`src/hdl/twsu_pkg.sv`:
```
package twsu_pkg;
    // register word addresses
    localparam logic [15:0] ADDR_CONTROL = 16'hfe34;
    localparam logic [15:0] ADDR_BUFFER  = 16'hfe35;
    localparam logic [15:0] ADDR_BAUD    = 16'hfe36;
    // reset values
    localparam logic [7:0] RESET_CONTROL = 8'h00;
    localparam logic [8:0] RESET_BUFFER  = 9'h000;
    localparam logic [7:0] RESET_BAUD    = 8'h00;
    // control field positions
    localparam int BIT_MODE_HIGH = 7;
    localparam int BIT_MODE_LOW  = 6;
    localparam int BIT_RUN       = 5;
    localparam int BIT_RECEIVE   = 4;
    localparam int BIT_ORDER     = 3;
    localparam int BIT_OVERRUN   = 2;
    localparam int BIT_END       = 1;
    localparam int BIT_IENABLE   = 0;
    // mode codes {high, low}
    localparam logic [1:0] MODE_SYNC   = 2'h0;
    localparam logic [1:0] MODE_MASTER = 2'h2;
    localparam logic [1:0] MODE_SLAVE  = 2'h3;
    // bits per byte and ninth position
    localparam logic [3:0] BITS_PER_BYTE = 4'h8;
    localparam logic [3:0] ACK_POSITION  = 4'h9;
    // interrupt vector reported beside the request
    localparam logic [15:0] IRQ_VECTOR = 16'h003b;
    // master sequencer states
    typedef enum logic [2:0] {
        TWSU_IDLE, TWSU_START, TWSU_LOW, TWSU_HIGH, TWSU_WAITHI
    } twsu_state_type;
endpackage

```
`src/hdl/twsu_top.sv`:
```
// The implementer's own choice: strobed register access.
`timescale 1ns/1ps
`default_nettype none
module twsu_top
    import twsu_pkg::*;
(
    // clock and reset
    input  wire logic        CLOCK,
    input  wire logic        NRST,
    // register port
    input  wire logic [15:0] ADDR,
    input  wire logic [8:0]  WDATA,
    input  wire logic        WR,
    input  wire logic        RD,
    output var  logic [8:0]  RDATA,
    // interrupt request
    output var  logic        IRQ,
    output var  logic [15:0] IRQ_VECTOR_OUT,
    // clock line pin
    input  wire logic        SCL_IN,
    output var  logic        SCL_OUT,
    output var  logic        SCL_OE,
    // data line pin
    input  wire logic        SDA_IN,
    output var  logic        SDA_OUT,
    output var  logic        SDA_OE
);
    // synchronisers: first stage read only by the second
    logic [1:0] scl_sync;               // clock line sampler
    logic [1:0] sda_sync;               // data line sampler
    logic       scl_d;                  // previous synced clock
    logic       sda_d;                  // previous synced data
    always_ff @(posedge CLOCK or negedge NRST) begin
        if (!NRST) begin
            scl_sync <= 2'h3;
            sda_sync <= 2'h3;
            scl_d    <= 1'b1;
            sda_d    <= 1'b1;
        end else begin
            scl_sync <= {scl_sync[0], SCL_IN};
            sda_sync <= {sda_sync[0], SDA_IN};
            scl_d    <= scl_sync[1];
            sda_d    <= sda_sync[1];
        end
    end
    wire logic scl = scl_sync[1];       // synced clock line
    wire logic sda = sda_sync[1];       // synced data line
    wire logic scl_rise = scl & ~scl_d;
    wire logic scl_fall = ~scl & scl_d;
    // start: data falls while clock high; stop: data rises while clock high
    wire logic start_det = scl & scl_d & ~sda & sda_d;
    wire logic stop_det  = scl & scl_d & sda & ~sda_d;

    // registers
    logic [7:0] control;                // mode, flags, enables
    logic [8:0] buffer;                 // data buffer, bit8 = ninth bit
    logic [7:0] baud;                   // reload value
    logic [7:0] shifter;                // hidden shifter
    logic [3:0] bitcnt;                 // clocks seen in this byte
    logic [7:0] baud_cnt;               // reload counter
    logic       half_tick;              // half bit period elapsed
    logic       scl_drive;              // internal clock level (1 = release)
    logic       sda_drive;              // internal data level (1 = release)
    logic       hold_low;               // slave holds clock low
    twsu_state_type state;              // master/internal clock sequencer

    wire logic [1:0] mode = {control[BIT_MODE_HIGH], control[BIT_MODE_LOW]};
    wire logic run      = control[BIT_RUN];
    wire logic endf     = control[BIT_END];
    wire logic rec      = control[BIT_RECEIVE];
    wire logic msb      = control[BIT_ORDER];
    wire logic is_sync  = (mode == MODE_SYNC);
    wire logic is_mast  = (mode == MODE_MASTER);
    wire logic is_slave = (mode == MODE_SLAVE);
    wire logic wr_ctl   = WR & (ADDR == ADDR_CONTROL);
    wire logic wr_buf   = WR & (ADDR == ADDR_BUFFER);
    wire logic wr_baud  = WR & (ADDR == ADDR_BAUD);
    // sync mode uses internal clock while baud nonzero is not implied;
    // internal clock is used when the sequencer is driving
    wire logic internal_clk = is_mast | (is_sync & (state != TWSU_IDLE));

    // bit selected for output at the current position
    function automatic logic out_bit(input logic [7:0] s, input logic m);
        out_bit = m ? s[7] : s[0];
    endfunction
    // shifted value with new input bit
    function automatic logic [7:0] shift_in(input logic [7:0] s, input logic m,
                                            input logic b);
        shift_in = m ? {s[6:0], b} : {b, s[7:1]};
    endfunction

    // baud generator: half period (reload+1) cycles, reinit on write
    always_ff @(posedge CLOCK or negedge NRST) begin
        if (!NRST) begin
            baud_cnt  <= RESET_BAUD;
            half_tick <= 1'b0;
        end else if (wr_baud || state == TWSU_IDLE) begin
            baud_cnt  <= wr_baud ? WDATA[7:0] : baud;
            half_tick <= 1'b0;
        end else if (baud_cnt == 8'h00) begin
            baud_cnt  <= baud;
            half_tick <= 1'b1;
        end else begin
            baud_cnt  <= baud_cnt - 8'h01;
            half_tick <= 1'b0;
        end
    end

    // events feeding flags
    logic ev_byte_start;                // begin a byte (load shifter)
    logic ev_use_start;                 // begin with a start bit
    logic lost;                         // arbitration lost
    logic ninth_rise;                   // ninth rising edge (bus modes)
    logic eighth_rise;                  // eighth rising edge
    logic eighth_fall;                  // eighth falling edge (slave)
    // a run write takes its mode from the written value, not the old one:
    // software usually sets mode and run in a single write, and decoding
    // the stale mode there would start the wrong kind of transfer
    always_comb begin
        ev_use_start  = wr_ctl & (WDATA[BIT_MODE_HIGH:BIT_MODE_LOW] == MODE_MASTER)
                      & WDATA[BIT_RUN] & ~run & ~endf;
        ev_byte_start = ev_use_start
                      | (is_mast & wr_ctl & run & endf & ~WDATA[BIT_END])
                      | (wr_ctl & (WDATA[BIT_MODE_HIGH:BIT_MODE_LOW] == MODE_SYNC)
                         & WDATA[BIT_RUN] & ~run);
        eighth_rise = scl_rise & run & (bitcnt == BITS_PER_BYTE - 4'h1);
        ninth_rise  = scl_rise & run & ~is_sync & (bitcnt == BITS_PER_BYTE);
        eighth_fall = is_slave & scl_fall & run & (bitcnt == BITS_PER_BYTE);
        lost = is_mast & scl_rise & run & (bitcnt < BITS_PER_BYTE)
             & sda_drive & ~sda;
    end
    wire logic sync_done = is_sync & eighth_rise;
    wire logic end_set = sync_done | (is_mast & (ninth_rise | stop_det))
                       | eighth_fall | (is_slave & stop_det);
    wire logic slave_go = is_slave & start_det & ~run & ~endf;

    // control register: software writes, hardware set wins over clear
    always_ff @(posedge CLOCK or negedge NRST) begin
        if (!NRST) begin
            control <= RESET_CONTROL;
        end else begin
            logic [7:0] n;
            n = wr_ctl ? WDATA[7:0] : control;
            // flags only software clears: writes of one are not sets
            if (wr_ctl) begin
                n[BIT_OVERRUN] = control[BIT_OVERRUN] & WDATA[BIT_OVERRUN];
                n[BIT_END]     = control[BIT_END] & WDATA[BIT_END];
            end
            if (end_set) n[BIT_END] = 1'b1;
            if ((end_set & endf) | (scl_fall & ~run & ~is_mast)
                | (is_slave & start_det))
                n[BIT_OVERRUN] = 1'b1;
            if (sync_done | lost | ((is_mast | is_slave) & stop_det)
                | (is_slave & ~rec & ninth_rise & sda))
                n[BIT_RUN] = 1'b0;
            if (slave_go) n[BIT_RUN] = 1'b1;
            control <= n;
        end
    end

    // buffer and baud registers
    always_ff @(posedge CLOCK or negedge NRST) begin
        if (!NRST) begin
            buffer <= RESET_BUFFER;
            baud   <= RESET_BAUD;
        end else begin
            if (wr_buf) buffer <= WDATA;
            if (eighth_rise) buffer[7:0] <= shift_in(shifter, msb, sda);
            if (ninth_rise) buffer[8] <= sda;
            if (wr_baud) baud <= WDATA[7:0];
        end
    end

    // shifter and bit counter; always samples the data line
    always_ff @(posedge CLOCK or negedge NRST) begin
        if (!NRST) begin
            shifter <= 8'hff;
            bitcnt  <= 4'h0;
        end else if (ev_byte_start || slave_go || (is_slave && start_det)) begin
            shifter <= buffer[7:0];
            bitcnt  <= 4'h0;
        end else if (is_slave && wr_ctl && run && endf && !WDATA[BIT_END]) begin
            shifter <= buffer[7:0];
            bitcnt  <= 4'h0;
        end else if (scl_rise && run) begin
            if (bitcnt < BITS_PER_BYTE)
                shifter <= shift_in(shifter, msb, sda);
            bitcnt <= (bitcnt == ACK_POSITION - 4'h1) ? 4'h0 : bitcnt + 4'h1;
        end
    end

    // data output level: shifted data, all ones when receiving, ninth bit ack
    always_ff @(posedge CLOCK or negedge NRST) begin
        if (!NRST) begin
            sda_drive <= 1'b1;
        end else if (state == TWSU_START) begin
            sda_drive <= 1'b0;
        end else if (!run || lost) begin
            sda_drive <= 1'b1;
        end else if (internal_clk && state != TWSU_LOW) begin
            // own clock released or high: data moves only in the low phase,
            // otherwise a data edge under a high clock reads as start or stop
            // on the bus; the line edges are seen too late to time this
            sda_drive <= sda_drive;
        end else if (bitcnt < BITS_PER_BYTE) begin
            sda_drive <= rec ? 1'b1 : out_bit(shifter, msb);
        end else begin
            sda_drive <= ~rec ? 1'b1 : (is_mast ? buffer[8] : 1'b0);
        end
    end

    // internal clock sequencer with clock synchronisation
    always_ff @(posedge CLOCK or negedge NRST) begin
        if (!NRST) begin
            state     <= TWSU_IDLE;
            scl_drive <= 1'b1;
        end else begin
            case (state)
                TWSU_IDLE: begin
                    scl_drive <= 1'b1;
                    if (ev_use_start) state <= TWSU_START;
                    else if (ev_byte_start) state <= TWSU_LOW;
                end
                TWSU_START: if (half_tick) begin
                    scl_drive <= 1'b0;
                    state     <= TWSU_LOW;
                end
                TWSU_LOW: begin
                    scl_drive <= 1'b0;
                    if (!run) state <= TWSU_IDLE;
                    else if (half_tick) begin
                        scl_drive <= 1'b1;
                        state     <= TWSU_WAITHI;
                    end
                end
                TWSU_WAITHI: if (!run) state <= TWSU_IDLE;
                    else if (scl) state <= TWSU_HIGH;
                TWSU_HIGH: if (!run || lost) begin
                    state <= TWSU_IDLE;
                end else if (endf || sync_done) begin
                    state <= TWSU_IDLE;   // byte done: line left released
                end else if (half_tick) begin
                    scl_drive <= 1'b0;
                    state     <= TWSU_LOW;
                end
                default: state <= TWSU_IDLE;
            endcase
        end
    end

    // slave clock hold: pulled low after eighth fall until end cleared
    always_ff @(posedge CLOCK or negedge NRST) begin
        if (!NRST) begin
            hold_low <= 1'b0;
        end else if (eighth_fall) begin
            hold_low <= 1'b1;
        end else if (!is_slave || (wr_ctl && !WDATA[BIT_END])) begin
            hold_low <= 1'b0;
        end
    end

    // pins: open drain in every mode, sync mode pulls the clock low only when internal
    always_ff @(posedge CLOCK or negedge NRST) begin
        if (!NRST) begin
            SCL_OUT <= 1'b0;
            SCL_OE  <= 1'b0;
            SDA_OUT <= 1'b0;
            SDA_OE  <= 1'b0;
        end else begin
            SCL_OUT <= 1'b0;
            SCL_OE  <= (internal_clk & ~scl_drive) | hold_low;
            SDA_OUT <= 1'b0;
            SDA_OE  <= ~sda_drive & (run | state == TWSU_START);
        end
    end

    // read port and interrupt
    always_ff @(posedge CLOCK or negedge NRST) begin
        if (!NRST) begin
            RDATA          <= 9'h000;
            IRQ            <= 1'b0;
            IRQ_VECTOR_OUT <= IRQ_VECTOR;
        end else begin
            IRQ            <= control[BIT_END] & control[BIT_IENABLE];
            IRQ_VECTOR_OUT <= IRQ_VECTOR;
            if (RD) begin
                case (ADDR)
                    ADDR_CONTROL: RDATA <= {1'b0, control};
                    ADDR_BUFFER:  RDATA <= buffer;
                    ADDR_BAUD:    RDATA <= {1'b0, baud};
                    default:      RDATA <= 9'h000;
                endcase
            end else begin
                RDATA <= 9'h000;
            end
        end
    end

    // assertions
    property p_irq;
        @(posedge CLOCK) disable iff (!NRST)
        (control[BIT_END] && control[BIT_IENABLE]) |=> IRQ;
    endproperty
    a_irq: assert property (p_irq) else $error("irq missing");
    property p_vec;
        @(posedge CLOCK) disable iff (!NRST) IRQ_VECTOR_OUT == 16'h003b;
    endproperty
    a_vec: assert property (p_vec) else $error("bad vector");
    property p_endset;
        @(posedge CLOCK) disable iff (!NRST) end_set |=> control[BIT_END];
    endproperty
    a_endset: assert property (p_endset) else $error("end not set");
    property p_lost;
        @(posedge CLOCK) disable iff (!NRST) lost |=> !control[BIT_RUN] ##1 state == TWSU_IDLE;
    endproperty
    a_lost: assert property (p_lost) else $error("loss not handled");
    property p_hold;
        @(posedge CLOCK) disable iff (!NRST) eighth_fall |=> ##1 SCL_OE;
    endproperty
    a_hold: assert property (p_hold) else $error("clock not held");
    property p_od;
        @(posedge CLOCK) disable iff (!NRST) !SCL_OUT && !SDA_OUT;
    endproperty
    a_od: assert property (p_od) else $error("line driven high");
    property p_slavego;
        @(posedge CLOCK) disable iff (!NRST) slave_go |=> control[BIT_RUN] && control[BIT_OVERRUN];
    endproperty
    a_slavego: assert property (p_slavego) else $error("slave start");
    property p_ninth;
        @(posedge CLOCK) disable iff (!NRST) ninth_rise |=> buffer[8] == $past(sda);
    endproperty
    a_ninth: assert property (p_ninth) else $error("bit8 capture");
    property p_baud;
        @(posedge CLOCK) disable iff (!NRST) wr_baud |=> baud_cnt == $past(WDATA[7:0]);
    endproperty
    a_baud: assert property (p_baud) else $error("baud reinit");
    // with our own clock high, the data level must hold still for the
    // whole phase; a slip here would put a false start or stop on the bus
    property p_sdastill;
        @(posedge CLOCK) disable iff (!NRST)
        (is_mast && run && state == TWSU_HIGH && $past(state) == TWSU_HIGH)
        |-> $stable(sda_drive);
    endproperty
    a_sdastill: assert property (p_sdastill) else $error("data moved in high");
    c_master: cover property (@(posedge CLOCK) ev_use_start);
    c_slave: cover property (@(posedge CLOCK) slave_go);
    c_lost: cover property (@(posedge CLOCK) lost);
    c_sync: cover property (@(posedge CLOCK) sync_done);
endmodule
`default_nettype wire

```
`config.mk`:
```
export PLATFORM = sky130hd
export DESIGN_NAME = twsu_top
export DESIGN_NICKNAME = d
export VERILOG_FILES = /design/src/hdl/twsu_pkg.sv /design/src/hdl/twsu_top.sv
export SDC_FILE = /design/constraint.sdc
export NUM_CORES = 1
export LEC_CHECK = 0
export BUFFER_PORTS_ARGS = -buffer_cell sky130_fd_sc_hd__buf_2
export CORE_UTILIZATION = 25
export DETAILED_ROUTE_END_ITERATION = 12
export HOLD_SLACK_MARGIN = 0.08
export PLACE_DENSITY = 0.43
export SYNTH_ARGS = -nofsm -noshare
export SYNTH_HDL_FRONTEND = slang
export SYNTH_SLANG_ARGS = --single-unit
export TNS_END_PERCENT = 10
```
`constraint.sdc`:
```
create_clock -name CLOCK -period 3.8 [get_ports CLOCK]
set_input_delay 0.76 -clock CLOCK [delete_from_list [all_inputs] [get_ports CLOCK]]
set_output_delay 0.76 -clock CLOCK [all_outputs]
set_load 0.05 [all_outputs]
```
; Word level (Yosys, flattened, before mapping)
; Cells that the tools add are included.
[op_classes]
bitwise_logic = 79
reduce_logical = 34
mux = 51
n_addsub = 2
magnitude_cmp = 1
n_eq_ne = 19
[ops]
columns = op, count
row1 = 2-to-1 mux 8 bit, 9
row2 = bitwise AND 1 bit, 52
row3 = == test 16 bit (second input constant), 3
row4 = 2-to-1 mux 3 bit, 9
row5 = one-hot mux 9 bit (3 select lines), 1
row6 = 2-to-1 mux 1 bit, 22
row7 = 2-to-1 mux 9 bit, 2
row8 = 2-to-1 mux 4 bit, 4
row9 = bitwise OR 1 bit, 15
row10 = one-hot mux 3 bit (5 select lines), 1
row11 = != test 3 bit (second input constant), 4
row12 = NOT 1 bit, 12
row13 = nonzero test 3 bit, 4
row14 = nonzero test 2 bit, 5
row15 = logical AND 1 bit, 8
row16 = logical NOT 8 bit, 1
row17 = subtractor 8 x 1 -> 8 bit (second input constant), 1
row18 = == test 2 bit (second input constant), 3
row19 = == test 3 x 2 -> 1 bit (second input constant), 2
row20 = logical OR 1 bit, 6
row21 = 2-to-1 mux 6 bit, 1
row22 = AND reduction 3 bit, 2
row23 = adder 4 x 1 -> 4 bit (second input constant), 1
row24 = == test 4 x 3 -> 1 bit (second input constant), 1
row25 = 13 further kinds, 17
[word_totals]
elab_cells = 209
regBits = 70
inputBits = 31

; Longest topological paths before layout
; Gate-level depths: netlist of run 1.
[depth]
depth_word = 14
ltp_mapped = 8
mapped_depth_nobuf = 7

; Least setup slack after synthesis of run 1
; OpenSTA, ideal clock, no wires.
[synth_timing]
kind = input port to flip-flop
startpoint = input port ADDR[3]
endpoint = register shifter[0]
arrival_ns = 2.235
path_buffers = 1
stages = 6
setup_time_ns = 0.082
slack_ns = 1.482
path_cell_list = nand4b_1 > nor4b_4 > nand3b_2 > o21a_1 > buf_6 > mux2_4
[synth_between]
elab_chain_len = 12
word_cells_on_any_way = 26
cone_classes = 1 x eq/ne / 2 x mux / 14 x bitwise / 9 x reduce/logical
[synth_lines]
columns = item, line
row1 = from (decl), twsu_top.sv:11  ; input wire logic [15:0] ADDR,
row2 = == test 16 bit (*), twsu_top.sv:75  ; wire logic wr_ctl = WR & (ADDR == ADDR_CONTROL);
row3 = bitwise AND 1 bit (*), twsu_top.sv:75
row4 = "bitwise AND 1 bit, on equally long branches", "twsu_top.sv:120, twsu_top.sv:123"
row5 = "bitwise AND 1 bit, on equally long branches (3 in series)", "twsu_top.sv:121, twsu_top.sv:123"
row6 = bitwise OR 1 bit, twsu_top.sv:123  ; | (is_mast & wr_ctl & run & endf & ~WDATA[BIT_END])
row7 = bitwise OR 1 bit, twsu_top.sv:124  ; | (wr_ctl & (WDATA[BIT_MODE_HIGH:BIT_MODE_LOW] == MODE_SYNC)
row8 = logical OR 1 bit (2 in series), twsu_top.sv:179  ; end else if (ev_byte_start || slave_go || (is_slave && start_det)) begin
row9 = nonzero test 3 bit (no line), n/a
row10 = AND reduction 2 bit (no line), n/a
row11 = to (signal assigned), twsu_top.sv:180  ; shifter <= buffer[7:0];
row12 = to (signal assigned), twsu_top.sv:183  ; shifter <= buffer[7:0];
row13 = to (signal assigned), twsu_top.sv:187  ; shifter <= shift_in(shifter, msb, sda);
row14 = to (decl), twsu_top.sv:58  ; logic [7:0] shifter;
; Mark *: on every way between the ends. The rest lies on a longest branch, timed or not.
; A chain may end at the register's enable or synchronous reset.

; Worst setup path after layout of run 1
[layout_timing]
startpoint = input port ADDR[3]
endpoint = register shifter[1]
; The elaborated chain is that of the path after synthesis.

==> qor.csv, run 1 <==
metric,value,unit
grt-busiest-layer,met2,
cts_resized,0,
h-tree-depth,3,
path_max_fanout,9,
fin_nets,458,
syn_to_final_growth,16.7,%
hp-class,reg -> reg,
fin_skew,0.00635,ns
period_share,64.9,%
ys_warn_count,0,
start_util,25.6,%
first_pass_iters,4,
ir_drop,0.000247,V
ctsLongestPathBuffers,2,
setup_tns,0,ns
cts_hold_buf,0,
clk_pin_slew_worst_paths,0.05,ns
clkPwrFrac,31.0,%
post-place-cells,600,
fin_cells,616,
synth_area,3890,µm²
synth_seq_cells,70,
start_kind,primary input,
die_y,127,µm
tightest_slew,0.733,ns
cts_tree,done,
hold_viol_final,0,
postSynthCellCount,385,
die_w,127,µm
grt_pass1_vias,2922,
cp.arrival,2.72,ns
antenna_found_initial,0,
grt_usage,13.0,%
grt_max_degree,32,
grt-ovfl-total,0,
maxSlewHeadroom,49.8,%
total_leakage_power,2.08,nW
gp_congestion,0.757,
use_met3,2.87,%
power.density,638,nW/µm²
port_buffers,42,
outcome,finished clean,
power.share.switching,33.3,%
synth-edff-count,0,
fin_util,29.9,%
synth.distinct_cells,54,
drive_gt1_share,25.2,%
postCtsSetupBuffers,0,
use_met1,17.3,%
worst_hold_slack,0.355,ns
p_switching,0.967,mW
crit_required,4.06,ns
clock-sinks,70,
rsz0062_at_grt,false,
grt_pass1_wl,16000,µm
p_seq_share,39.1,%
finalCriticalPeriod,2.47,ns
die_area,16100,µm²
p_comb_share,29.9,%
synthesis.area_per_instance,10.1,µm²
ys_async_sr_fraction,100,%
max_freq,405,MHz
drt.antenna.violating_nets,0,
ys.flop_type,dfrtp_1,
via_count,2888,
crit_type,in -> reg,
cap_viol_max_count,0,
via_per_inst,4.69,
dp_hpwl,7070,µm
yosysSeqAreaShare,45.5,%
clock_latency,0.33,ns
rows,45,
endpoint_kind,flip-flop,
gr-usage-met2,20.9,%
slew_viol_final,0,
first_iter_violations,144,
numCtsBuffers,9,
internal_power,1.93,mW
avgRoutedWirePerCell,15.9,µm
core_area,15200,µm²
report.final.setup_viol,0,
cts_root_buf,clkbuf_16,
drc,0,
routed_wl,9800,µm
ios,61,
n_antenna_cell,0,
power.total,2.90,mW
final timing paths:
check	endpoint	startpoint	cells after the start	slack, ns
setup / recovery	shifter[1]	ADDR[3]	6	1.33
hold / removal	scl_sync[1]	scl_sync[0]	0	0.35
setup reg to reg	scl_drive	control[5]	5	1.43
hold reg to reg	scl_sync[1]	scl_sync[0]	0	0.35
max in group asynchronous	shifter[0]	NRST	2	2.49
min in group asynchronous	SDA_OE	NRST	1	0.49
placed cells by master, fill, tap and decap left out, drive strengths merged, types with 4 or more instances in the layout:
cell | netlist | final
dfrtp | 54 | 54
nor2 | 52 | 52
buf | 25 | 47
mux2i | 36 | 36
a21oi | 32 | 32
nand2 | 30 | 30
mux2 | 24 | 24
conb | 2 | 18
dfstp | 16 | 16
o21ai | 10 | 10
clkbuf | 11 | 10
nor2b | 7 | 7
inv | 7 | 7
nand2b | 7 | 7
nand3b | 7 | 7
nand3 | 6 | 6
nand4 | 4 | 4
xnor2 | 4 | 4
nor3 | 4 | 4
a31oi | 4 | 4
ha | 4 | 4
nor3b | 4 | 4
metal layers:
layer,wire (µm),part of all wire [%],up-vias
li1,-,-,1386
met2,4690,48,69
met1,4630,47,1420
met3,318,3.2,13
met5,0,0,-
met4,157,1.6,0
flip-flops by register name (all words and copies together) (netlist names), 2 cells and up:
name / cells
baud: 8
buffer: 9
bitcnt: 4
sda_sync: 2
shifter: 8
state: 3
RDATA: 9
baud_cnt: 8
control: 8
scl_sync: 2
kinds of logic (layout without fill, tap and decap cells):
logic type,after synthesis,count (layout),synth area share [%]
AOI/OAI and AO/OA,64,64,9.93
xor gates and xnor gates,6,6,1.35
adders and majority gates,4,4,1.29
buffers and inverters,43,70,6.20
DFF,70,70,45.5
muxes,60,60,17.0
other,2,18,0.193
and+or+nand+nor,136,136,18.5
power by group through the flow:
stage / Sequential [mW] / Combinational, mW / Clock (mW)
after CTS: 1.13 / 0.876 / 0.928
after floorplan: 1.07 / 0.745 / 0
after global placement: 1.14 / 0.859 / 0
after global routing: 1.17 / 0.973 / 0.947
final: 1.13 / 0.866 / 0.899
after detailed placement: 1.15 / 0.875 / 0
final cells by class:
| cell class | count | area (µm²) |
|---|---|---|
| clock buffer | 10 | 229 |
| timing repair buffer | 47 | 248 |
| inverter | 7 | 26.3 |
| clock inverter | 6 | 86.3 |
| multi-input combinational | 288 | 1950 |
| fill | 1613 | 10700 |
| tap | 188 | 235 |
| sequential | 70 | 1770 |
cells in the mapped netlist, types with 2 or more instances:
cell type / number / share of area (%)
buf_1: 2 / 0.19
nor3_1: 4 / 0.51
a2111oi_0: 2 / 0.45
ha_1: 4 / 1.3
conb_1: 2 / 0.19
nor2_1: 52 / 5.0
a211oi_1: 2 / 0.39
a31oi_1: 4 / 0.64
nor4bb_1: 2 / 0.51
nand4b_1: 2 / 0.45
nand4_1: 4 / 0.64
nand3b_1: 6 / 1.2
mux2_2: 16 / 4.6
o21a_1: 2 / 0.39
o32ai_1: 2 / 0.45
and3_1: 2 / 0.32
nor3b_1: 3 / 0.58
o21ai_0: 10 / 1.3
nor2b_1: 7 / 1.1
a21oi_1: 32 / 4.1
inv_1: 7 / 0.68
mux2i_1: 36 / 9.3
nand2b_1: 7 / 1.1
clkbuf_1: 11 / 1.1
dfrtp_1: 54 / 35
xor2_1: 2 / 0.45
xnor2_1: 4 / 0.90
nand2_1: 30 / 2.9
and2_1: 2 / 0.32
o21bai_1: 2 / 0.39
mux2_4: 8 / 3.1
buf_4: 18 / 3.5
nand3_1: 5 / 0.64
buf_2: 4 / 0.51
dfstp_2: 16 / 11
worst max-delay path: stages:
cell      delay [ns]
buf_2           0.09
nand4b_1        0.20
nor4b_4         0.54
nand3b_2        0.28
o21a_1          0.46
mux2_4          0.38
metrics by stage:
stage          setup WS, ns  instance area (µm²)
2_1_floorplan          1.48                 3950
3_3_place_gp           1.04                 4230
3_5_place_dp          0.981                 4230
4_1_cts                1.32                 4540
5_1_grt                1.15                 4540
6_report               1.33                 4540
Note: power is estimated with default switching activity, not from simulation.
==> inputs of run 2 (changes only) <==
Clock period 3.8 ns to 2.4 ns, I/O delays scaled along.
==> run 2 against run 1 <==
Register-to-register slack got worse by 0.96 ns. Clock power grew 50%. Non-clock buffer count rose by 12. Flip-flop and latch count unchanged. Highest routed layer unchanged. Cell area increased by 1.9%. Via count grew 0.73%. Worst setup slack got worse by 0.87 ns. Largest power group unchanged. Clock skew is 0.0033 ns higher. Critical path type is now reg -> reg. Sequential power is 58% higher. First-iteration DRC count decreased by 15%. Routed wire length is 0.20% lower.
==> qor.csv, run 2 (synthesis gave the netlist of run 1 again) <==
metric,value,unit,change
worstReg2RegEnd,shifter[4],,
use_met3,2.70,%,-0.17 points
cts_tree,done,,
hp-class,in -> async,,
clock_latency,0.34,ns,about the same
hold_viol_final,0,,unchanged
cts_hold_buf,0,,unchanged
n_antenna_cell,0,,unchanged
layout_commonest_cell,dfrtp_1,,
ir_drop,0.000525,V,+110%
total_leakage_power,2.14,nW,+2.9%
reg2reg_slack,0.47,ns,-0.96 ns
gp_congestion,0.772,,+1.9%
endpoint_kind,flip-flop,,
grt_max_degree,71,,+120%
grt_pass1_wl,16000,µm,+0.18%
avgRoutedWirePerCell,15.6,µm,-2.1%
report.final.setup_viol,0,,unchanged
grt_pass1_vias,2987,,+2.2%
grt_usage,13.1,%,+0.084 points
h-tree-depth,3,,unchanged
drt.antenna.violating_nets,0,,unchanged
finalCriticalPeriod,1.93,ns,
postCtsSetupBuffers,0,,unchanged
port_buffers,42,,unchanged
dp_hpwl,7040,µm,-0.30%
first_iter_violations,122,,-15%
grt-busiest-layer,met2,,
drc,0,,unchanged
fin_nets,470,,+2.6%
p_seq_share,39.2,%,about the same
via_per_inst,4.63,,-1.2%
use_met1,16.7,%,-0.55 points
crit_type,reg -> reg,,
power.share.switching,33.8,%,+0.45 points
post-place-cells,612,,+2.0%
power.density,984,nW/µm²,+54%
period_share,80.6,%,
crit_required,2.66,ns,-1.40 ns
crit_path_end,shifter[4],,
max_freq,517,MHz,
p_switching,1.54,mW,+59%
first_pass_iters,4,,unchanged
drive_gt1_share,27.5,%,+2.3 points
syn_to_final_growth,18.9,%,
fill_cells,1614,,+0.062%
clkPwrFrac,29.6,%,-1.4 points
cap_viol_max_count,0,,unchanged
die_y,127,µm,unchanged
r2r_cells,4,,-1
setup_tns,0,ns,unchanged
grt-ovfl-total,0,,unchanged
cts_root_buf,clkbuf_16,,
p_comb_share,31.2,%,+1.3 points
internal_power,3.01,mW,+56%
die_area,16100,µm²,unchanged
crit_path_start,sda_sync[1],,
slew_viol_final,0,,unchanged
ctsLongestPathBuffers,2,,unchanged
die_w,127,µm,unchanged
gr-usage-met2,21.4,%,+0.49 points
reg2reg_from,sda_sync[1],,
start_util,25.6,%,unchanged
final_cell_mix,"dfrtp_1 (54), nor2_1 (52), buf_2 (42)",,
antenna_found_initial,0,,unchanged
outcome,finished clean,,
cp.arrival,2.19,ns,-0.53 ns
core_area,15200,µm²,unchanged
fin_cells,628,,+1.9%
rsz0062_at_grt,false,,
rows,45,,unchanged
top_regs,"RDATA: 9 flops, buffer: 9 flops",,
tightest_slew,0.603,ns,-0.131 ns
start_kind,flip-flop,,
clk_pin_slew_worst_paths,0.06,ns,about the same
via_count,2909,,+0.73%
clock-sinks,70,,unchanged
ios,61,,unchanged
routed_wl,9780,µm,-0.20%
numCtsBuffers,9,,unchanged
cts_resized,0,,unchanged
fin_skew,0.00965,ns,+0.00330 ns
path_max_fanout,9,,unchanged
maxSlewHeadroom,59.8,%,+9.9 points
[run 2: cell types whose count changed in the layout (fill, tap and decap cells not counted)]
cell | before | now
clkbuf_1 | 1 | 0
buf_4 | 5 | 16
bufinv_16 | 2 | 1
clkinv_2 | 2 | 3
buf_12 | 0 | 1
clkbuf_8 | 0 | 1
[run 2: area by class of cell]
| cell class | instances | area, µm² | share of cell area (%) |
|---|---|---|---|
| repair buffers | 59 | 350 | 7.57 |
| clock inverters | 6 | 61.3 | 1.32 |
| well taps | 188 | 235 | 5.08 |
| inverters | 7 | 26.3 | 0.568 |
| flip-flops and latches | 70 | 1770 | 38.3 |
| clock buffers | 10 | 239 | 5.16 |
| multi-input cells | 288 | 1950 | 42.0 |
[run 2: how the worst min path moves through the flow]
stage               slack, ns        start          end  depth (start not counted)
detailed placement       0.35  scl_sync[0]  scl_sync[1]                          0
floorplan                0.18         NRST          IRQ                          0
global route             0.18         NRST    bitcnt[2]                          2
CTS                      0.18         NRST     hold_low                          2
global placement         0.35  sda_sync[0]  sda_sync[1]                          0
finish                   0.17         NRST    bitcnt[1]                          2
[run 2: power groups by stage]
stage,sequential (mW),clock (mW),combinational (mW)
6_report,1.78,1.35,1.42
3_5_place_dp,1.80,0,1.43
5_1_grt,1.84,1.44,1.61
2_1_floorplan,1.70,0,1.18
3_3_place_gp,1.80,0,1.42
4_1_cts,1.78,1.40,1.44
[run 2: critical path, stage by stage, from the launching register on]
cell     delay, ns
dfstp_2       0.62
and4b_1       0.21
nand3_1       0.16
o21a_1        0.51
mux2_4        0.34
[run 2: layer usage]
layer / vias up / wire (µm)
met5: - / 0
li1: 1405 / -
met3: 16 / 273
met1: 1434 / 4730
met4: 0 / 204
met2: 54 / 4570
[run 2: metrics by stage]
stage          power, mW  utilization [%]  setup slack [ns]  area, µm²  hold WS (ns)
3_5_place_dp        3.23             28.5             0.186       4330         0.351
4_1_cts             4.62             30.5             0.435       4630         0.178
3_3_place_gp        3.22             28.5             0.191       4330         0.349
2_1_floorplan       2.88                -             0.362       3950         0.184
5_1_grt             4.89             30.5             0.235       4630         0.182
6_report            4.55             30.5             0.467       4630         0.171
==> inputs of run 3 (changes only) <==
Settings changed: PLACE_DENSITY 0.43 to 0.44.
Clock period 2.4 ns to 1.7 ns, I/O delays scaled along.
==> run 3 against run 2 <==
Die area is the same. Flip-flop and latch count is the same. Clock power up 55%. Critical endpoint is now state[1]. Maximum frequency rose by 15%.
==> qor.csv, run 3 (synthesis gave the netlist of run 1 again) <==
metric,value,unit,change
via_count,3060,,+5.2%
internal_power,4.70,mW,+56%
p_switching,2.27,mW,+48%
p_seq_share,34.8,%,-4.4 points
first_pass_iters,5,,+1
fin_util,33.6,%,+3.1 points
clkPwrFrac,30.0,%,+0.4 points
finalCriticalPeriod,1.68,ns,-0.252 ns
placed_cell_area,4680,µm²,+8.2%
hold_viol_final,0,,unchanged
avgRoutedWirePerCell,15.2,µm,-2.4%
final_cell_mix,"buf_4 (56), dfrtp_1 (54), nor2_1 (51)",,
start_util,25.6,%,unchanged
worst_hold_slack,0.0999,ns,-0.0708 ns
worst_slack,0.0192,ns,-0.448 ns
endpoint_kind,flip-flop,,
crit_type,reg -> reg,,
gp_congestion,0.789,,+2.2%
fin_cells,672,,+7.0%
cap_viol_max_count,0,,unchanged
crit_path_end,state[1],,
total_leakage_power,2.42,nW,+13%
ios,61,,unchanged
crit_buf_inv,2,,+2
rows,45,,unchanged
fin_skew,0.00293,ns,-0.00672 ns
outcome,finished clean,,
grt_usage,13.8,%,+0.70 points
drt.antenna.violating_nets,0,,unchanged
path_max_fanout,3,,-6
post-place-cells,653,,+6.7%
drc,0,,unchanged
worstReg2RegEnd,state[1],,
fin_nets,514,,+9.4%
cp.depth,7,,+3
final_area,5100,µm²,+10%
dp_hpwl,7590,µm,+7.8%
port_buffers,42,,unchanged
crit_family,compound AO/OA/AOI/OAI gates,,
antenna_found_initial,0,,unchanged
clock-sinks,70,,unchanged
report.final.setup_viol,0,,unchanged
cp_slowest_cell,dfstp_2,,
top_regs,"RDATA: 9 flops, buffer: 9 flops",,
cts_tree,done,,
die_area,16100,µm²,unchanged
slew_viol_final,0,,unchanged
cp.arrival,1.89,ns,-0.30 ns
crit_required,1.91,ns,-0.75 ns
post-place-ws,-0.277,ns,-0.464 ns
clock_latency,0.34,ns,about the same
routed_wl,10200,µm,+4.5%
start_kind,flip-flop,,
max_freq,595,MHz,+15%
via_per_inst,4.55,,-1.7%
die_w,127,µm,unchanged
power.share.switching,32.6,%,-1.2 points
rsz0062_at_grt,true,,
power.total,6.97,mW,+53%
r2r_cells,7,,+3
ir_drop,0.000754,V,+44%
path_cells,buf_4 > nand3b_1 > a2111oi_4 > buf_4 > nor3_1 > o31ai_1 > o21ai_1,,
cts_root_buf,clkbuf_16,,
reg2reg_from,scl_sync[1],,
layout_commonest_cell,buf_4,,
ctsLongestPathBuffers,2,,unchanged
period_share,98.9,%,+18 points
numCtsBuffers,9,,unchanged
grt_max_degree,71,,unchanged
grt_pass1_vias,3176,,+6.3%
n_antenna_cell,0,,unchanged
p_comb_share,35.1,%,+3.9 points
drive_gt1_share,35.5,%,+8.0 points
die_y,127,µm,unchanged
clk_pin_slew_worst_paths,0.06,ns,about the same
grt_pass1_wl,16800,µm,+5.1%
syn_to_final_growth,31.1,%,
setup_tns,0,ns,unchanged
register_area,1770,µm²,unchanged
first_iter_violations,95,,-22%
h-tree-depth,3,,unchanged
hp-class,in -> reg,,
core_area,15200,µm²,unchanged
multi_input_area,2010,µm²,+3.5%
cp_common_cell,buf_4,,
power.density,1370,nW/µm²,+39%
grt-ovfl-total,0,,unchanged
fill_cells,1576,,-2.4%
cpPeakStageDelay,0.54,ns,-0.08 ns
reg2reg_slack,0.02,ns,-0.45 ns
crit_path_start,scl_sync[1],,
run 3: power groups by stage:
stage | sequential, mW | clock (mW) | combinational (mW)
finish | 2.43 | 2.09 | 2.45
global route | 2.48 | 2.21 | 2.74
CTS | 2.42 | 2.17 | 2.46
detailed placement | 2.44 | 0 | 2.40
global placement | 2.44 | 0 | 2.37
floorplan | 2.40 | 0 | 1.67
run 3: worst min-delay path by stage:
stage           startpoint          end  slack (ns)  depth (start not counted)
6_report            SDA_IN  sda_sync[0]         0.1                          1
5_1_grt             SDA_IN  sda_sync[0]        0.09                          1
4_1_cts             SDA_IN  sda_sync[0]        0.08                          1
3_5_place_dp   scl_sync[0]  scl_sync[1]        0.35                          0
3_3_place_gp   sda_sync[0]  sda_sync[1]        0.35                          0
2_1_floorplan         NRST          IRQ        0.04                          0
run 3: timing repair:
| item | in CTS | in global routing |
|---|---|---|
| endpoints found under the setup margin | 5 | 23 |
| cloned | 0 | 0 |
| pin swaps | 1 | 1 |
| gates resized for setup | 7 | 5 |
| hold endpoints to repair | 54 | 0 |
| hold buffers | 1 | 0 |
| setup buffers | 2 | 0 |
run 3: metal layers:
metal  vias up  share of wire [%]  track usage [%]
met5         -                  0                0
met4         0                1.1             5.25
met3         9                2.9             3.67
met2        49                 50             23.5
met1      1506                 46             16.7
li1       1496                  -                -
run 3: area by class of cell:
type / instances / area share (%)
inverters: 7 / 0.515
repair buffers: 103 / 14.1
well taps: 188 / 4.61
clock inverters: 5 / 1.59
flip-flops and latches: 70 / 34.7
multi-input cells: 288 / 39.5
clock buffers: 11 / 4.95
run 3: worst register-to-register path: stages (launching register included):
cell and delay [ns]:
dfstp_2 0.54, buf_4 0.11, nand3b_1 0.14, a2111oi_4 0.25
buf_4 0.17, nor3_1 0.04, o31ai_1 0.20, o21ai_1 0.11
